<file path="config.mk">
export PLATFORM = sky130hd
export DESIGN_NAME = gpx_top
export DESIGN_NICKNAME = d
export VERILOG_FILES = /design/src/hdl/gpx_pkg.sv /design/src/hdl/gpx_top.sv
export VERILOG_INCLUDE_DIRS = /design/src /design/src/hdl
export SDC_FILE = /design/constraint.sdc
export NUM_CORES = 1
export LEC_CHECK = 0
export ABC_AREA = 0
export BUFFER_PORTS_ARGS = -buffer_cell sky130_fd_sc_hd__buf_2
export CORE_ASPECT_RATIO = 1.1
export CORE_MARGIN = 2
export CORE_UTILIZATION = 50
export CTS_CLUSTER_DIAMETER = 100
export DETAILED_ROUTE_END_ITERATION = 8
export PLACE_DENSITY = 0.79
export SLEW_MARGIN = 10
export SYNTH_ARGS = -nofsm -noshare
export SYNTH_HDL_FRONTEND = slang
export SYNTH_SLANG_ARGS = --single-unit
</file>
<file path="constraint.sdc">
create_clock -name clk_sys -period 3.47 [get_ports clk_sys]
set_clock_uncertainty 0.1 [all_clocks]
set_input_delay 0.347 -clock clk_sys [delete_from_list [all_inputs] [get_ports clk_sys]]
set_output_delay 0.347 -clock clk_sys [all_outputs]
set_load 0.05 [all_outputs]
</file>
<file path="src/hdl/gpx_params.svh">
`ifndef GPX_PARAMS_SVH
`define GPX_PARAMS_SVH

// Port count and widths
`define GPX_NPORTS      8
`define GPX_NPINS       64
`define GPX_PORT_H      3'h7
`define GPX_PORT_H_MASK 8'h0F
// Register select codes on the register port
`define GPX_SEL_ADDR    2'h0
`define GPX_SEL_CTL     2'h1
`define GPX_SEL_IN      2'h2
`define GPX_SEL_OUT     2'h3
// Sub-register indices behind the control window
`define GPX_SUB_DIR     8'h01
`define GPX_SUB_ALT     8'h02
`define GPX_SUB_OD      8'h03
`define GPX_SUB_HD      8'h04
`define GPX_SUB_WAKE    8'h05
// Reset values
`define GPX_ADDR_RST    8'h00
`define GPX_DIR_RST     8'hFF
`define GPX_ALT_RST     8'h00
`define GPX_OD_RST      8'h00
`define GPX_HD_RST      8'h00
`define GPX_WAKE_RST    8'h00
`define GPX_OUT_RST     8'h00
// Port A pins that turn open-drain with their alternate function
`define GPX_I2C_OD_MASK 8'hC0
`endif

</file>
<file path="src/hdl/gpx_pkg.sv">
package gpx_pkg;
  // One port's worth of bits
  typedef logic [7:0] gpx_byte_t;
  // Register select on the register port
  typedef enum logic [1:0] {
    GPX_SEL_ADDR_E = 2'h0,
    GPX_SEL_CTL_E  = 2'h1,
    GPX_SEL_IN_E   = 2'h2,
    GPX_SEL_OUT_E  = 2'h3
  } gpx_sel_t;
endpackage : gpx_pkg

</file>
<file path="src/hdl/gpx_top.sv">
`timescale 1ns/1ps
`include "gpx_params.svh"
module gpx_top (
  // Clock and reset
  input  wire logic              clk_sys,
  input  wire logic              rst,
  // Register port
  input  wire logic [2:0]        reg_port,
  input  wire gpx_pkg::gpx_sel_t reg_sel,
  input  wire logic              reg_wr,
  input  wire logic [7:0]        reg_wdata,
  output logic      [7:0]        reg_rdata,
  // Pads, port A in bits 7:0 up to port H in bits 59:56
  input  wire logic [63:0]       pin_in,
  output logic      [63:0]       pin_out,
  output logic      [63:0]       pin_oe,
  output logic      [63:0]       pin_high_drive,
  // Port A peripherals
  output logic                   timer0_in,
  input  wire logic              timer0_out,
  input  wire logic              uart_a_driver_en,
  output logic                   uart_a_clear_to_send,
  output logic                   uart_a_receive,
  input  wire logic              uart_a_transmit,
  output logic                   i2c_clk_in,
  input  wire logic              i2c_clk_drive_low,
  output logic                   i2c_data_in,
  input  wire logic              i2c_data_drive_low,
  // Port C peripherals
  output logic                   timer1_in,
  input  wire logic              timer1_out,
  output logic      [3:0]        spi_in,
  input  wire logic [3:0]        spi_out,
  input  wire logic [3:0]        spi_oe,
  output logic                   timer2_in,
  input  wire logic              timer2_out,
  // Port D peripherals
  output logic                   timer3_in,
  input  wire logic              timer3_out,
  input  wire logic              uart_b_driver_en,
  output logic                   uart_b_receive,
  input  wire logic              uart_b_transmit,
  output logic                   uart_b_clear_to_send,
  input  wire logic              wdt_osc_output,
  // Pin events
  input  wire logic [15:0]       irq_rise_sel,
  output logic      [7:0]        irq_port_a,
  output logic      [7:0]        irq_port_c,
  output logic      [7:0]        irq_port_d,
  output logic                   stop_recover
);

  //--------------------------------------------------------------------
  // Storage
  //--------------------------------------------------------------------
  gpx_pkg::gpx_byte_t addr_q [8];
  gpx_pkg::gpx_byte_t dir_q  [8];
  gpx_pkg::gpx_byte_t alt_q  [8];
  gpx_pkg::gpx_byte_t od_q   [8];
  gpx_pkg::gpx_byte_t hd_q   [8];
  gpx_pkg::gpx_byte_t wake_q [8];
  gpx_pkg::gpx_byte_t out_q  [8];
  gpx_pkg::gpx_byte_t in_q   [8];
  logic [63:0] dir_all, alt_all, od_all, hd_all, wake_all, out_all, valid_all;
  logic [63:0] sync1_q, sync2_q, sync3_q;
  logic [63:0] alt_out, alt_oe;

  //--------------------------------------------------------------------
  // Input synchroniser and edge history
  //--------------------------------------------------------------------
  // Chain keeps tracking the pads through reset, so a pin resting high gives no false edge
  always_ff @(posedge clk_sys) begin
    sync1_q <= pin_in;
    sync2_q <= sync1_q;
    sync3_q <= sync2_q;
  end

  //--------------------------------------------------------------------
  // Per-port registers
  //--------------------------------------------------------------------
  genvar p;
  generate
    for (p = 0; p < `GPX_NPORTS; p++) begin : g_port
      localparam logic [7:0] MASK = (p == 7) ? `GPX_PORT_H_MASK : 8'hFF;
      logic sel_p, wr_addr, wr_ctl, wr_out;
      logic [7:0] wd;
      logic [7:0] sample;
      // Write decode for this port
      assign sel_p   = reg_wr && (reg_port == 3'(p));
      assign wd      = reg_wdata & MASK;
      assign wr_addr = sel_p && (reg_sel == gpx_pkg::GPX_SEL_ADDR_E);
      assign wr_ctl  = sel_p && (reg_sel == gpx_pkg::GPX_SEL_CTL_E);
      assign wr_out  = sel_p && (reg_sel == gpx_pkg::GPX_SEL_OUT_E);
      assign sample  = (dir_q[p] | alt_q[p]) & MASK;
      // Index and control window, indices outside 01 to 05 ignored
      always_ff @(posedge clk_sys) begin
        if (rst) begin
          addr_q[p] <= `GPX_ADDR_RST;
          dir_q[p]  <= `GPX_DIR_RST & MASK;
          alt_q[p]  <= `GPX_ALT_RST;
          od_q[p]   <= `GPX_OD_RST;
          hd_q[p]   <= `GPX_HD_RST;
          wake_q[p] <= `GPX_WAKE_RST;
        end else begin
          if (wr_addr) addr_q[p] <= reg_wdata;
          if (wr_ctl && addr_q[p] == `GPX_SUB_DIR)  dir_q[p]  <= wd;
          if (wr_ctl && addr_q[p] == `GPX_SUB_ALT)  alt_q[p]  <= wd;
          if (wr_ctl && addr_q[p] == `GPX_SUB_OD)   od_q[p]   <= wd;
          if (wr_ctl && addr_q[p] == `GPX_SUB_HD)   hd_q[p]   <= wd;
          if (wr_ctl && addr_q[p] == `GPX_SUB_WAKE) wake_q[p] <= wd;
        end
      end
      // Output and input data
      always_ff @(posedge clk_sys) begin
        if (rst) begin
          out_q[p] <= `GPX_OUT_RST;
          in_q[p]  <= 8'h00;
        end else begin
          if (wr_out) out_q[p] <= wd;
          in_q[p] <= (in_q[p] & ~sample) | (sync2_q[p*8 +: 8] & sample);
        end
      end
      // Flatten
      assign dir_all[p*8 +: 8]   = dir_q[p];
      assign alt_all[p*8 +: 8]   = alt_q[p];
      assign od_all[p*8 +: 8]    = od_q[p];
      assign hd_all[p*8 +: 8]    = hd_q[p];
      assign wake_all[p*8 +: 8]  = wake_q[p];
      assign out_all[p*8 +: 8]   = out_q[p];
      assign valid_all[p*8 +: 8] = MASK;
    end
  endgenerate

  //--------------------------------------------------------------------
  // Alternate function map
  //--------------------------------------------------------------------
  // Port A, C, D outputs and enables; other ports have none
  assign alt_out[7:0]   = {2'b00, uart_a_transmit, 2'b00, uart_a_driver_en,
                           timer0_out, 1'b0};
  assign alt_oe[7:0]    = {i2c_data_drive_low, i2c_clk_drive_low, 1'b1, 2'b00,
                           1'b1, 1'b1, 1'b0};
  assign alt_out[15:8]  = 8'h00;
  assign alt_oe[15:8]   = 8'h00;
  assign alt_out[23:16] = {timer2_out, 1'b0, spi_out, timer1_out, 1'b0};
  assign alt_oe[23:16]  = {1'b1, 1'b0, spi_oe, 1'b1, 1'b0};
  assign alt_out[31:24] = {wdt_osc_output, 1'b0, uart_b_transmit, 1'b0,
                           uart_b_driver_en, 1'b0, timer3_out, 1'b0};
  assign alt_oe[31:24]  = 8'hAA;
  assign alt_out[63:32] = 32'h0;
  assign alt_oe[63:32]  = 32'h0;

  //--------------------------------------------------------------------
  // Pad drive
  //--------------------------------------------------------------------
  logic [63:0] drv_val, drv_en, od_eff, oe_d, out_d;
  assign drv_val = (alt_all & alt_out) | (~alt_all & out_all);
  assign drv_en  = (alt_all & alt_oe) | (~alt_all & ~dir_all);
  assign od_eff  = od_all | {56'h0, alt_all[7:0] & `GPX_I2C_OD_MASK};
  assign oe_d    = drv_en & (~od_eff | ~drv_val) & valid_all;
  assign out_d   = drv_val & ~od_eff & valid_all;

  // Registered pad outputs
  always_ff @(posedge clk_sys) begin
    if (rst) begin
      pin_out        <= 64'h0;
      pin_oe         <= 64'h0;
      pin_high_drive <= 64'h0;
    end else begin
      pin_out        <= out_d;
      pin_oe         <= oe_d;
      pin_high_drive <= hd_all & valid_all;
    end
  end

  //--------------------------------------------------------------------
  // Peripheral inputs, events and read-back
  //--------------------------------------------------------------------
  logic [63:0] rise, fall, chg;
  logic [7:0]  sub_rd, rd_d;
  assign rise = sync2_q & ~sync3_q;
  assign fall = ~sync2_q & sync3_q;
  assign chg  = sync2_q ^ sync3_q;
  assign sub_rd = (addr_q[reg_port] == `GPX_SUB_DIR)  ? dir_q[reg_port]  :
                  (addr_q[reg_port] == `GPX_SUB_ALT)  ? alt_q[reg_port]  :
                  (addr_q[reg_port] == `GPX_SUB_OD)   ? od_q[reg_port]   :
                  (addr_q[reg_port] == `GPX_SUB_HD)   ? hd_q[reg_port]   :
                  (addr_q[reg_port] == `GPX_SUB_WAKE) ? wake_q[reg_port] : 8'h00;
  assign rd_d = (reg_sel == gpx_pkg::GPX_SEL_ADDR_E) ? addr_q[reg_port] :
                (reg_sel == gpx_pkg::GPX_SEL_CTL_E)  ? sub_rd :
                (reg_sel == gpx_pkg::GPX_SEL_IN_E)   ? in_q[reg_port] : out_q[reg_port];

  // Event pulses, wake recovery and read data
  always_ff @(posedge clk_sys) begin
    if (rst) begin
      irq_port_a   <= 8'h00;
      irq_port_c   <= 8'h00;
      irq_port_d   <= 8'h00;
      stop_recover <= 1'b0;
      reg_rdata    <= 8'h00;
    end else begin
      irq_port_a   <= (rise[7:0] & irq_rise_sel[7:0]) | (fall[7:0] & ~irq_rise_sel[7:0]);
      irq_port_d   <= (rise[31:24] & irq_rise_sel[15:8])
                    | (fall[31:24] & ~irq_rise_sel[15:8]);
      irq_port_c   <= chg[23:16];
      stop_recover <= |(chg & wake_all & valid_all);
      reg_rdata    <= rd_d;
    end
  end

  // Synchronised pins to peripherals
  assign timer0_in            = sync2_q[0];
  assign uart_a_clear_to_send = sync2_q[3];
  assign uart_a_receive       = sync2_q[4];
  assign i2c_clk_in           = sync2_q[6];
  assign i2c_data_in          = sync2_q[7];
  assign timer1_in            = sync2_q[16];
  assign spi_in               = sync2_q[21:18];
  assign timer2_in            = sync2_q[22];
  assign timer3_in            = sync2_q[24];
  assign uart_b_receive       = sync2_q[28];
  assign uart_b_clear_to_send = sync2_q[30];
endmodule : gpx_top
</file>
==> impl_metrics.env <==
export IMPL_holdPathStages=2
export IMPL_synth_most_common_cell="dfxtp_1"
export IMPL_grt_usage_pct=31.0
export IMPL_yosys_top_cells_count="dfxtp_1, edfxtp_1, and2_1, nand2_1, nor2_1"
export IMPL_grt_start_max_net_pins=113
export IMPL_worstPathRequired_ns=3.94
export IMPL_slew_violations=0
export IMPL_cts_buffer_depth=3
export IMPL_synthXorXnorAreaFrac_pct=1.10
export IMPL_cpMostUsedCell="a221oi_1"
export IMPL_leakage_nw=16.5
export IMPL_cp_slowest_cell="mux4_2"
export IMPL_antenna_found_initial=8
export IMPL_grt_pass1_vias=24100
export IMPL_path_buf_inv=0
export IMPL_cts_max_level=3
export IMPL_ant_nets=0
export IMPL_setup_viol=0
export IMPL_yosysWarnings=0
export IMPL_dr_pass1_iters=8
export IMPL_power_density_mw_per_mm2=560
export IMPL_insertion_delay_ns=0.66
export IMPL_post_route_min_period_ns=2.82
export IMPL_synth_compound_area_share_pct=6.75
export IMPL_post_drt_wl_per_cell_um=26.8
export IMPL_syn_to_final_growth_pct=19.5
export IMPL_final_setup_tns_ns=0
export IMPL_critical_path_cell_chain="mux4_2 -> mux2i_1 -> nor3b_2 -> nand2_1 -> nor3_2 -> a221oi_1 -> a221oi_1"
export IMPL_muxShareOfSynthArea_pct=8.88
export IMPL_rsz0062_at_grt="false"
export IMPL_synth_simple_area_share_pct=16.4
export IMPL_die_area_mm2=0.0720
export IMPL_start_util_pct=50.5
export IMPL_critPathKind="reg -> reg"
export IMPL_ff_latch_area_mm2=0.0218
export IMPL_hp_class="in -> reg"
export IMPL_total_power_mw=23.4
export IMPL_first_iter_violations=3297
export IMPL_gp_congestion=0.993
export IMPL_worst_r2r_path_depth=7
export IMPL_die_w_um=256
export IMPL_multi_input_area_mm2=0.0120
export IMPL_peakVddDrop_uv=368
export IMPL_syn_cell_area_mm2=0.0349
export IMPL_finalHoldViolCount=0
export IMPL_cts_buffers=85
export IMPL_synthTopCellsByArea="edfxtp_1, dfxtp_1, and2_1"
export IMPL_dp_cells=3951
export IMPL_cts_tree="done"
export IMPL_grt_pass1_wl_um=161000
export IMPL_synth_adder_area_share_pct=1.15
export IMPL_fillers=5252
export IMPL_synth_edf_count=424
export IMPL_grt_overflow=0
export IMPL_outcome="finished, final reports clean"
export IMPL_post_cts_resized=0
export IMPL_fin_cells=4209
export IMPL_start_kind="register"
export IMPL_yosysSeqAreaShare_pct=62.4
export IMPL_synth_top_cell_by_area="edfxtp_1"
export IMPL_async_reset_ff_share_pct=0
export IMPL_hpwl_um=80200
export IMPL_vias_per_cell=5.90
export IMPL_rr_endpoint="reg_rdata[3]"
export IMPL_crit_family="simple AND/OR/NAND/NOR gates"
export IMPL_crit_start="addr_q[0][6]"
export IMPL_rrSetupSlack_ns=0.65
export IMPL_core_mm2=0.0691
export IMPL_ys_seq_elements=877
export IMPL_fin_nets=3357
export IMPL_io_buffers=337
export IMPL_holdCritStartpoint="rst"
export IMPL_ys_types=86
export IMPL_vias=24800
export IMPL_pre_cts_slack_ns=0.432
export IMPL_avgSynthCellArea_um2=12.8
export IMPL_synth_ff_type="dfxtp_1"
export IMPL_relSlewSlack_pct=19.1
export IMPL_max_cap_violations=0
export IMPL_critPathMaxStageDelay_ns=0.48
export IMPL_clk_pin_slew_ns=0.07
export IMPL_drive_above_1_share_pct=22.5
export IMPL_chipHeight_um=281
export IMPL_fin_ws_ns=0.651
export IMPL_synthCells=2726
export IMPL_synth_top_area_share_pct=36.4
export IMPL_cp_arrival_ns=3.29
export IMPL_post_cts_buffers=0
export IMPL_finalCritPeriodShare_pct=81.2
export IMPL_io_pins=354
export IMPL_tightestPinTransition_ns=1.18
export IMPL_cts_root_buf="clkbuf_16"
export IMPL_clock_sinks=877
export IMPL_fmax_ghz=0.355
export IMPL_synth_top_family_by_area="simple AND/OR/NAND/NOR gates"
export IMPL_drc=0
export IMPL_final_core_util_pct=60.4
export IMPL_crit_fanout=8
export IMPL_cp_end_kind="register"
export IMPL_wirelength_um=113000
export IMPL_core_rowCount=101
export IMPL_path_depth=7
export IMPL_r2r_start="addr_q[0][6]"
-- kinds of logic after synthesis --
group / count (synthesis)
and+or+nand+nor: 1003
DFF: 877
AOI/OAI and AO/OA: 375
buffers and inverters: 215
muxes: 179
xor gates and xnor gates: 44
adders and majority gates: 32
other: 1
-- worst max path at each step --
stage,end,slack [ns]
finish,reg_rdata[3],0.65
CTS,reg_rdata[3],0.72
detailed placement,reg_rdata[3],0.43
global placement,reg_rdata[3],0.46
floorplan,alt_q[5][0],0.45
global route,reg_rdata[4],0.46
-- area by class of cell --
cell class	instances	share of cell area (%)
tap	927	2.78
clock buffer	111	5.98
multi-input combinational	1645	28.8
clock inverter	47	1.23
sequential	877	52.2
antenna	1	0.00600
timing repair buffer	539	8.44
inverter	62	0.558
-- layer usage --
layer	vias to the layer above	part of all wire (%)	global-route usage [%]
li1	10700	-	-
met1	12100	36	38.3
met2	1664	47	50.0
met3	338	11	7.26
met4	12	6.4	17.8
met5	-	0.097	0.474
-- worst register-to-register path, delay by kind of cell (launching register included) --
family,cells,cell delay (ns)
and+or+nand+nor,3,1.09
AOI/OAI and AO/OA,2,0.43
muxes,2,0.67
DFF,1,0.44
-- placed cells by master, fill, tap and decap left out, drive strengths merged, types with 98 or more instances in the layout --
cell,instances
and2,370
mux4,98
dlygate4sd3,99
edfxtp,424
dfxtp,453
buf,440
a21oi,102
clkbuf,111
nor2,159
nand2,161
o21ai,131
-- metrics by stage --
step | cell area [um^2] | hold slack, ns
2_1_floorplan | 35000 | 0.210
3_3_place_gp | 37700 | 0.211
3_5_place_dp | 37700 | 0.212
4_1_cts | 41700 | 0.0138
5_1_grt | 41700 | 0.0821
6_report | 41700 | 0.0623
-- report_power, final --
part / switching [mW] / internal (mW)
clock network: 4.19 / 5.55
logic: 1.37 / 0.677
registers: 0.353 / 11.2
total: 5.92 / 17.5
-- sequential cells by signal, summed over array words and instances, names as in the netlist, 60 cells and up, named ones only --
signal          cells
pin_out            60
addr_q             64
dir_q              60
sync1_q            60
od_q               60
alt_q              60
pin_oe             60
hd_q               60
sync3_q            60
pin_high_drive     60
wake_q             60
sync2_q            60
out_q              60
-- what timing repair did --
action | CTS | global route
hold buffers | 99 | 0
setup endpoints to repair | 0 | 0
hold endpoints to repair | 104 | 0
Note: power is estimated with default switching activity, not from simulation.
